==> src/logic/uart_irq_pkg.sv <==
package uart_irq_pkg;

  // Register offsets (byte addresses)
  localparam logic [7:0] OFS_TRIGGER_LEVELS = 8'h34;
  localparam logic [7:0] OFS_ENABLE_MASK = 8'h38;
  localparam logic [7:0] OFS_RAW_STATUS = 8'h3C;
  localparam logic [7:0] OFS_MASKED_STATUS = 8'h40;
  localparam logic [7:0] OFS_CLEAR = 8'h44;

  // Trigger level field layout
  localparam int TX_SEL_LSB = 0;
  localparam int RX_SEL_LSB = 3;
  localparam int SEL_W = 3;
  localparam logic [2:0] TX_SEL_RESET = 3'h2;
  localparam logic [2:0] RX_SEL_RESET = 3'h2;

  // Interrupt source bit positions
  localparam int SRC_W = 13;
  localparam int BIT_CTS = 1;
  localparam int BIT_RX = 4;
  localparam int BIT_TX = 5;
  localparam int BIT_RT = 6;
  localparam int BIT_FE = 7;
  localparam int BIT_PE = 8;
  localparam int BIT_BE = 9;
  localparam int BIT_OE = 10;
  localparam int BIT_XOFF = 11;
  localparam int BIT_TXFE = 12;
  localparam logic [12:0] SRC_IMPLEMENTED = 13'h1FF2;
  localparam logic [12:0] MASK_RESET = 13'h0000;

  // Level-select codes
  localparam logic [2:0] LVL_1_64 = 3'h0;
  localparam logic [2:0] LVL_1_32 = 3'h1;
  localparam logic [2:0] LVL_1_16 = 3'h2;
  localparam logic [2:0] LVL_1_8 = 3'h3;
  localparam logic [2:0] LVL_1_4 = 3'h4;
  localparam logic [2:0] LVL_1_2 = 3'h5;
  localparam logic [2:0] LVL_3_4 = 3'h6;

  typedef struct packed {
    logic [7:0] addr;
    logic [31:0] wdata;
    logic wr;
    logic rd;
  } reg_req_s;

  typedef struct packed {
    logic ctsChange;
    logic rxTimeout;
    logic framingErr;
    logic parityErr;
    logic breakErr;
    logic overrunErr;
    logic flowStop;
  } uart_events_s;

endpackage : uart_irq_pkg
==> src/logic/fifo_level_compare.sv <==
`timescale 1ns/10ps
`default_nettype none
// Decides whether a FIFO count reaches a fraction of its depth.
module fifo_level_compare #(
  parameter int LEVEL_W = 7,
  parameter int DEPTH = 64
) (
  // Selection and count
  input wire logic [2:0] sel,
  input wire logic [LEVEL_W-1:0] count,
  // Result
  output logic reached
);

  logic [LEVEL_W+1:0] scaled;
  logic [LEVEL_W+1:0] thresh;

  // Compare count*4 against depth*num/den*4 so 3/4 needs no division
  always_comb begin
    scaled = {count, 2'b00};
    case (sel)
      uart_irq_pkg::LVL_1_64: thresh = (LEVEL_W + 2)'(DEPTH / 16);
      uart_irq_pkg::LVL_1_32: thresh = (LEVEL_W + 2)'(DEPTH / 8);
      uart_irq_pkg::LVL_1_16: thresh = (LEVEL_W + 2)'(DEPTH / 4);
      uart_irq_pkg::LVL_1_8: thresh = (LEVEL_W + 2)'(DEPTH / 2);
      uart_irq_pkg::LVL_1_4: thresh = (LEVEL_W + 2)'(DEPTH);
      uart_irq_pkg::LVL_1_2: thresh = (LEVEL_W + 2)'(DEPTH * 2);
      uart_irq_pkg::LVL_3_4: thresh = (LEVEL_W + 2)'(DEPTH * 3);
      default: thresh = (LEVEL_W + 2)'(DEPTH * 3);
    endcase
    reached = (scaled >= thresh);
  end

endmodule : fifo_level_compare
`default_nettype wire

==> src/logic/uart_irq_level_and_mask.sv <==
// Chosen here: the strobed register port.
`timescale 1ns/10ps
`default_nettype none
// Summary of operation
// TX level select in bits 2:0 picks empty fraction 1/64 up to 3/4.
// TX level select resets to 2, firing at one sixteenth empty.
// RX level select in bits 5:3 picks full fraction 1/64 up to 3/4.
// RX level select resets to 2, firing at one eighth full.
// Mask bits read back, 1 enables, 0 disables, all reset to 0.
// Mask bit 1 enables the clear-to-send change interrupt.
// Mask bit 4 enables the receive level interrupt.
// Mask bit 5 enables the transmit level interrupt.
// Mask bit 6 enables the receive timeout interrupt.
// Mask bit 7 enables the framing error interrupt.
// Mask bit 8 enables the parity error interrupt.
// Mask bit 9 enables the break error interrupt.
// Mask bit 10 enables the overrun error interrupt.
// Mask bit 11 enables the flow-stop interrupt; bit 12 follows.
// Mask bit 12 enables TX FIFO empty; bits 31:13 reserved.
// Read-only raw status shows pending sources at mask bit positions.
// Writing 1 to a clear bit clears that pending flag; 0 does nothing.
// Masked status is raw AND mask; interrupt output is OR of masked.
// Raw flags set on events regardless of mask.
module uart_irq_level_and_mask #(
  parameter int FIFO_DEPTH = 64,
  parameter int LEVEL_W = 7
) (
  // Clock and reset
  input wire logic ref_clk,
  input wire logic nrst,
  // Register port
  input wire logic [7:0] regAddr,
  input wire logic [31:0] regWdata,
  input wire logic regWr,
  input wire logic regRd,
  output logic [31:0] regRdata,
  // FIFO fill levels
  input wire logic [LEVEL_W-1:0] txFifoCount,
  input wire logic [LEVEL_W-1:0] rxFifoCount,
  // Raw event pulses
  input wire uart_irq_pkg::uart_events_s events,
  // Outputs to the UART
  output logic [2:0] txTriggerSel,
  output logic [2:0] rxTriggerSel,
  output logic uartIrq
);

  logic [uart_irq_pkg::SRC_W-1:0] mask;
  logic [uart_irq_pkg::SRC_W-1:0] rawFlags;
  logic [uart_irq_pkg::SRC_W-1:0] setVec;
  logic [uart_irq_pkg::SRC_W-1:0] clrVec;
  logic [uart_irq_pkg::SRC_W-1:0] maskedFlags;
  logic [LEVEL_W-1:0] txFree;
  logic txLevelHit;
  logic rxLevelHit;
  logic txLevelHitPrev;
  logic rxLevelHitPrev;
  logic txEmpty;
  logic txEmptyPrev;
  logic [31:0] next_regRdata;
  uart_irq_pkg::reg_req_s req;
  logic [2:0] rxCompareSel;
  logic txLevelRise;
  logic rxLevelRise;
  logic txEmptyRise;
  logic levelsHit;
  logic maskHit;
  logic rawHit;
  logic maskedHit;
  logic clearHit;
  logic levelsWr;
  logic maskWr;
  logic clearWr;
  logic [31:0] levelsWord;
  logic [31:0] maskWord;
  logic [31:0] rawWord;
  logic [31:0] maskedWord;

  assign req = '{addr: regAddr, wdata: regWdata, wr: regWr, rd: regRd};

  // Exact byte decode; any other address is ignored on write and reads zero
  assign levelsHit = (req.addr == uart_irq_pkg::OFS_TRIGGER_LEVELS);
  assign maskHit = (req.addr == uart_irq_pkg::OFS_ENABLE_MASK);
  assign rawHit = (req.addr == uart_irq_pkg::OFS_RAW_STATUS);
  assign maskedHit = (req.addr == uart_irq_pkg::OFS_MASKED_STATUS);
  assign clearHit = (req.addr == uart_irq_pkg::OFS_CLEAR);
  assign levelsWr = req.wr && levelsHit;
  assign maskWr = req.wr && maskHit;
  assign clearWr = req.wr && clearHit;

  // Transmit trigger level select
  always_ff @(posedge ref_clk or negedge nrst) begin
    if (!nrst) begin
      txTriggerSel <= uart_irq_pkg::TX_SEL_RESET;
    end else if (levelsWr) begin
      txTriggerSel <= req.wdata[uart_irq_pkg::TX_SEL_LSB +: uart_irq_pkg::SEL_W];
    end
  end

  // Receive trigger level select
  always_ff @(posedge ref_clk or negedge nrst) begin
    if (!nrst) begin
      rxTriggerSel <= uart_irq_pkg::RX_SEL_RESET;
    end else if (levelsWr) begin
      rxTriggerSel <= req.wdata[uart_irq_pkg::RX_SEL_LSB +: uart_irq_pkg::SEL_W];
    end
  end

  // Mask register; unimplemented positions stay zero
  always_ff @(posedge ref_clk or negedge nrst) begin
    if (!nrst) begin
      mask <= uart_irq_pkg::MASK_RESET;
    end else if (maskWr) begin
      mask <= req.wdata[uart_irq_pkg::SRC_W-1:0] & uart_irq_pkg::SRC_IMPLEMENTED;
    end
  end

  // A count above the depth would wrap the free space, so it reads as no room
  always_comb begin
    if (txFifoCount > LEVEL_W'(FIFO_DEPTH)) begin
      txFree = '0;
    end else begin
      txFree = LEVEL_W'(FIFO_DEPTH) - txFifoCount;
    end
  end
  assign txEmpty = (txFifoCount == '0);

  // Receive codes run on their own scale; map each onto the shared comparator
  // Codes 011b and 100b are not told apart, so both take one quarter
  always_comb begin
    case (rxTriggerSel)
      3'h0: rxCompareSel = uart_irq_pkg::LVL_1_64;
      3'h1: rxCompareSel = uart_irq_pkg::LVL_1_16;
      3'h2: rxCompareSel = uart_irq_pkg::LVL_1_8;
      3'h3: rxCompareSel = uart_irq_pkg::LVL_1_4;
      3'h4: rxCompareSel = uart_irq_pkg::LVL_1_4;
      3'h5: rxCompareSel = uart_irq_pkg::LVL_1_2;
      3'h6: rxCompareSel = uart_irq_pkg::LVL_3_4;
      default: rxCompareSel = uart_irq_pkg::LVL_3_4;
    endcase
  end

  fifo_level_compare #(
    .LEVEL_W(LEVEL_W),
    .DEPTH(FIFO_DEPTH)
  ) txCompare (
    .sel(txTriggerSel),
    .count(txFree),
    .reached(txLevelHit)
  );

  fifo_level_compare #(
    .LEVEL_W(LEVEL_W),
    .DEPTH(FIFO_DEPTH)
  ) rxCompare (
    .sel(rxCompareSel),
    .count(rxFifoCount),
    .reached(rxLevelHit)
  );

  // Level interrupts fire on crossing, so a cleared flag stays clear until the next crossing
  always_ff @(posedge ref_clk or negedge nrst) begin
    if (!nrst) begin
      txLevelHitPrev <= 1'b0;
    end else begin
      txLevelHitPrev <= txLevelHit;
    end
  end

  always_ff @(posedge ref_clk or negedge nrst) begin
    if (!nrst) begin
      rxLevelHitPrev <= 1'b0;
    end else begin
      rxLevelHitPrev <= rxLevelHit;
    end
  end

  // Empty history resets low, so a FIFO that is empty at release flags at once
  always_ff @(posedge ref_clk or negedge nrst) begin
    if (!nrst) begin
      txEmptyPrev <= 1'b0;
    end else begin
      txEmptyPrev <= txEmpty;
    end
  end

  assign txLevelRise = txLevelHit && !txLevelHitPrev;
  assign rxLevelRise = rxLevelHit && !rxLevelHitPrev;
  assign txEmptyRise = txEmpty && !txEmptyPrev;

  always_comb begin
    setVec = '0;
    setVec[uart_irq_pkg::BIT_CTS] = events.ctsChange;
    setVec[uart_irq_pkg::BIT_RX] = rxLevelRise;
    setVec[uart_irq_pkg::BIT_TX] = txLevelRise;
    setVec[uart_irq_pkg::BIT_RT] = events.rxTimeout;
    setVec[uart_irq_pkg::BIT_FE] = events.framingErr;
    setVec[uart_irq_pkg::BIT_PE] = events.parityErr;
    setVec[uart_irq_pkg::BIT_BE] = events.breakErr;
    setVec[uart_irq_pkg::BIT_OE] = events.overrunErr;
    setVec[uart_irq_pkg::BIT_XOFF] = events.flowStop;
    setVec[uart_irq_pkg::BIT_TXFE] = txEmptyRise;
  end

  always_comb begin
    clrVec = '0;
    if (clearWr) begin
      clrVec = req.wdata[uart_irq_pkg::SRC_W-1:0];
    end
  end

  // Set wins over a simultaneous clear so no event is lost
  // Reserved positions are never set, so their flags hold zero from reset
  genvar i;
  generate
    for (i = 0; i < uart_irq_pkg::SRC_W; i++) begin : g_flag
      always_ff @(posedge ref_clk or negedge nrst) begin
        if (!nrst) begin
          rawFlags[i] <= 1'b0;
        end else if (setVec[i]) begin
          rawFlags[i] <= 1'b1;
        end else if (clrVec[i]) begin
          rawFlags[i] <= 1'b0;
        end
      end
    end
  endgenerate

  assign maskedFlags = rawFlags & mask;
  assign uartIrq = |maskedFlags;

  // Readable words; reserved bits read zero
  always_comb begin
    levelsWord = '0;
    levelsWord[uart_irq_pkg::TX_SEL_LSB +: uart_irq_pkg::SEL_W] = txTriggerSel;
    levelsWord[uart_irq_pkg::RX_SEL_LSB +: uart_irq_pkg::SEL_W] = rxTriggerSel;
  end
  assign maskWord = 32'(mask);
  assign rawWord = 32'(rawFlags);
  assign maskedWord = 32'(maskedFlags);

  // Read mux; unmapped addresses and the write-only clear read zero
  always_comb begin
    next_regRdata = '0;
    if (req.rd) begin
      if (levelsHit) begin
        next_regRdata = levelsWord;
      end else if (maskHit) begin
        next_regRdata = maskWord;
      end else if (rawHit) begin
        next_regRdata = rawWord;
      end else if (maskedHit) begin
        next_regRdata = maskedWord;
      end
    end
  end

  always_ff @(posedge ref_clk or negedge nrst) begin
    if (!nrst) begin
      regRdata <= '0;
    end else begin
      regRdata <= next_regRdata;
    end
  end

endmodule : uart_irq_level_and_mask
`default_nettype wire

==> config.mk <==
export PLATFORM = sky130hd
export DESIGN_NAME = uart_irq_level_and_mask
export DESIGN_NICKNAME = d
export VERILOG_FILES = /design/src/logic/uart_irq_pkg.sv /design/src/logic/fifo_level_compare.sv /design/src/logic/uart_irq_level_and_mask.sv
export SDC_FILE = /design/constraint.sdc
export NUM_CORES = 1
export LEC_CHECK = 0
export ABC_AREA = 0
export BUFFER_PORTS_ARGS = -buffer_cell sky130_fd_sc_hd__buf_2
export CORE_UTILIZATION = 44
export CTS_CLUSTER_DIAMETER = 40
export DETAILED_ROUTE_END_ITERATION = 8
export PLACE_DENSITY = 0.88
export SYNTH_ARGS = -nofsm -noshare
export SYNTH_HDL_FRONTEND = slang
export SYNTH_SLANG_ARGS = --single-unit
==> constraint.sdc <==
create_clock -name ref_clk -period 2 [get_ports ref_clk]
set_clock_uncertainty 0.15 [all_clocks]
set_input_delay 0.3 -clock ref_clk [delete_from_list [all_inputs] [get_ports ref_clk]]
set_output_delay 0.3 -clock ref_clk [all_outputs]
set_load 0.005 [all_outputs]
==> results.md <==
* Status: finished, violations left
* Violated checks: setup timing
* EDFF count, synth at 0
* Reg-to-reg setup timing slack at 0 ps
* Worst setup EP type: output pin
* Die ar. at 5990 µm²
* Layout Utilization at 56.8%
* RSZ-0062 raised after global routing: true
* CP max-delay cell: or4b_4
* # rows at 27
* CTS tree: yes
* Synth async-reset ratio at 100%
* First-pass GRT wire length at 9.03 mm
* Worst Hold Slack at roughly 22 ps
* Placed instance area at 2980 µm²
* DR pass1 iterations at 4
* Netlist Area Pre-Place at around 2500 µm²
* Worst slack, placed at -259 ps
* Worst Path Max Fanout at 2
* Starting Density at 45.4%
* DIE WIDTH at 77.4 µm
* Clock Path Buffers at 2
* Initial DRC Count at 179
* Share of cells above drive strength 1 at 38.9%
* Largest net degree at the start of global routing at 24
* Design Area, Final at 3130 µm²
* Synthesis-stage register bit count at 42
* HP Class: input pin to flip-flop
* Mapped Avg Cell Area at ~10 µm²
* Sequential area share after synthesis at roughly 42%
* PD cells at 548 nW/µm²
* Avg WL per Cell at approximately 14 µm
* Initial antenna violation count at 0
* Post-layout min period at between 2000 and 2500 ps
* Endpoints failing setup at 2
* Crit-path max cell delay at 530 ps
* Fillers at 469
* WP data arrival at 1690 ps
* H-Tree Depth at 2
* Yosys top cell by area: dfrtp_1
* Synth top area cells: dfrtp_1 (40%), ha_1 (6.5%), mux2_4 (6.0%)
* Slew Viols, Final at 0
* Total CTS buffers at 5
* Req. time, crit path at about 1600 ps
* Hpwl dp at 4.28 mm
* Cells after Synth at 244
* Pleak at 1.55 nW
* Root Buffer: clkbuf_8
* Crit Path Category: flip-flop to output pin
* Hold Vio Cnt, Final at 0
* Setup ws final at -142 ps
* Syn. warnings at 0
* Compound-cell area share of the yosys netlist at between 10% and 20%
* GR Util All Layers at a little under a fifth
* Worst setup SP type: flip-flop
* Max VDD drop at 254 µV
* Routability cong. at 0.840
* Core area at roughly 5500 µm²
* Post-synthesis simple-gate area fraction at 20.8%
* DR vias/cell at approximately 5.3
* Top_reg_cell synth: dfrtp_1
* Period utilization at 107%
* Clk pin slew, worst setup/hold paths at ~80 ps
* Library cells used by synthesis at about 50
* GRT Residual Overflow at 0
* Number of global-route vias before repair at 2,006
* IO buf count at 65
* Top cell type's share of synthesized area at 40.0%
* Max_cap viols at 0
* Mux cell area share after synthesis at under 10%
* Die Span Y at 77.4 µm
* Post-synthesis xor/xnor area fraction at 0.700%
* Num Clock Sinks at 42
* Worst Path Buf+Inv at 1
* Vias at 2,136
* Final TNS setup at -142 ps
* Final wirelength at between 5 and 6 mm
* Main combinational cell family by area after synthesis: simple AND/OR/NAND/NOR gates
* DRC at 0
* Crit path cell chain: a22oi_2, nand4_1, or4b_4, buf_6
* Fmax at 467 MHz
* Synth-to-Final Area Change at 25.0%
* IO Pins at ~100
* CP top delay family: simple AND/OR/NAND/NOR gates
* Clk Latency, worst-skew pair at 300 ps
* Routed Antenna Nets at 0
* Adder-Cell Fraction of Synth Area at 6.50%
* Final #Nets at 411
* N_diodes at 0
==> cells in the final DEF (no fill, tap or decap), types with 3 or more instances in the layout <==
cell / n
a21o_1: 8
a21oi_1: 4
a22o_1: 6
a31oi_1: 6
and2_1: 5
buf_2: 64
buf_4: 22
clkbuf_8: 5
conb_1: 20
dfrtp_1: 40
ha_1: 11
inv_1: 7
mux2_2: 6
mux2_4: 10
nand2_1: 34
nand3_1: 10
nand4_1: 3
nor2_1: 10
nor2b_1: 4
o21ai_0: 6
o21ai_1: 3
o22ai_1: 3
==> synthesized netlist by cell type (all sizes together), types with 2 or more instances <==
master and n:
a211oi 2, a21o 8, a21oi 4, a22o 6, a22oi 2, a31oi 6
and2 5, and3 3, and3b 2, and4 2, buf 23, conb 2
dfrtp 40, dfstp 2, ha 13, inv 7, mux2 16, nand2 35
nand2b 2, nand3 10, nand4 3, nor2 10, nor2b 4, nor3 3
nor4 2, nor4b 2, o21ai 9, o22ai 3, o31ai 2, or3b 2
or4b 2
==> area by class of cell <==
class | count | area (µm²) | share of cell area (%)
multi-input combinational | 189 | 1370 | 43.7
timing repair buffer | 88 | 507 | 16.2
tap | 72 | 90.1 | 2.88
sequential | 42 | 1050 | 33.7
inverter | 7 | 26.3 | 0.840
clock buffer | 6 | 72.6 | 2.32
clock inverter | 2 | 10.0 | 0.320
==> path summary, 6_finish.rpt <==
path                       cells after the start             from            to
max reg2reg                                    6  rxTriggerSel[1]   rawFlags[4]
min reg2reg                                    1   txLevelHitPrev   rawFlags[5]
max in group asynchronous                      3             nrst      mask[11]
min                                            2        events[4]   rawFlags[7]
max                                            4      rawFlags[9]       uartIrq
min in group asynchronous                      2             nrst  rawFlags[12]
==> state kept, by name, indices dropped and copies added, names as in the netlist <==
register,cells
mask,10
rawFlags,10
regRdata,13
txTriggerSel,3
rxLevelHitPrev,1
txEmptyPrev,1
txLevelHitPrev,1
rxTriggerSel,3
==> power breakdown <==
group	internal (mW)	switching (mW)
clock	0.241	0.269
combinational	0.156	0.146
sequential	0.875	0.0241
==> kinds of logic (layout without fill, tap and decap cells) <==
kind of cell / Yosys count / after routing
and+or+nand+nor: 92 / 92
AOI/OAI and AO/OA: 45 / 45
DFF: 42 / 42
buffers and inverters: 31 / 103
muxes: 17 / 17
adders and majority gates: 13 / 13
other: 2 / 20
xor gates and xnor gates: 2 / 2
==> per-layer routing <==
metal	global-route usage [%]	share of wire, %	vias up
met5	0	0	-
met4	6.98	1.6	0
met3	4.12	6.0	7
met2	33.0	50	73
met1	23.2	42	1039
li1	-	-	1017
==> through the flow <==
step | cells | power (mW)
2_1_floorplan | 262 | 1.07
3_3_place_gp | 396 | 1.18
3_5_place_dp | 396 | 1.19
4_1_cts | 405 | 1.71
5_1_grt | 406 | 1.80
6_report | 406 | 1.71
==> what timing repair did <==
| item | in CTS | in global routing |
|---|---|---|
| buffers inserted | 0 | 1 |
| endpoints found under the setup margin | 2 | 4 |
| gates resized for setup | 3 | 7 |
| pin swaps | 3 | 4 |
| endpoints found under the hold margin | 20 | 0 |
| hold buffers | 1 | 0 |
Power figures use the tool's default switching activity.
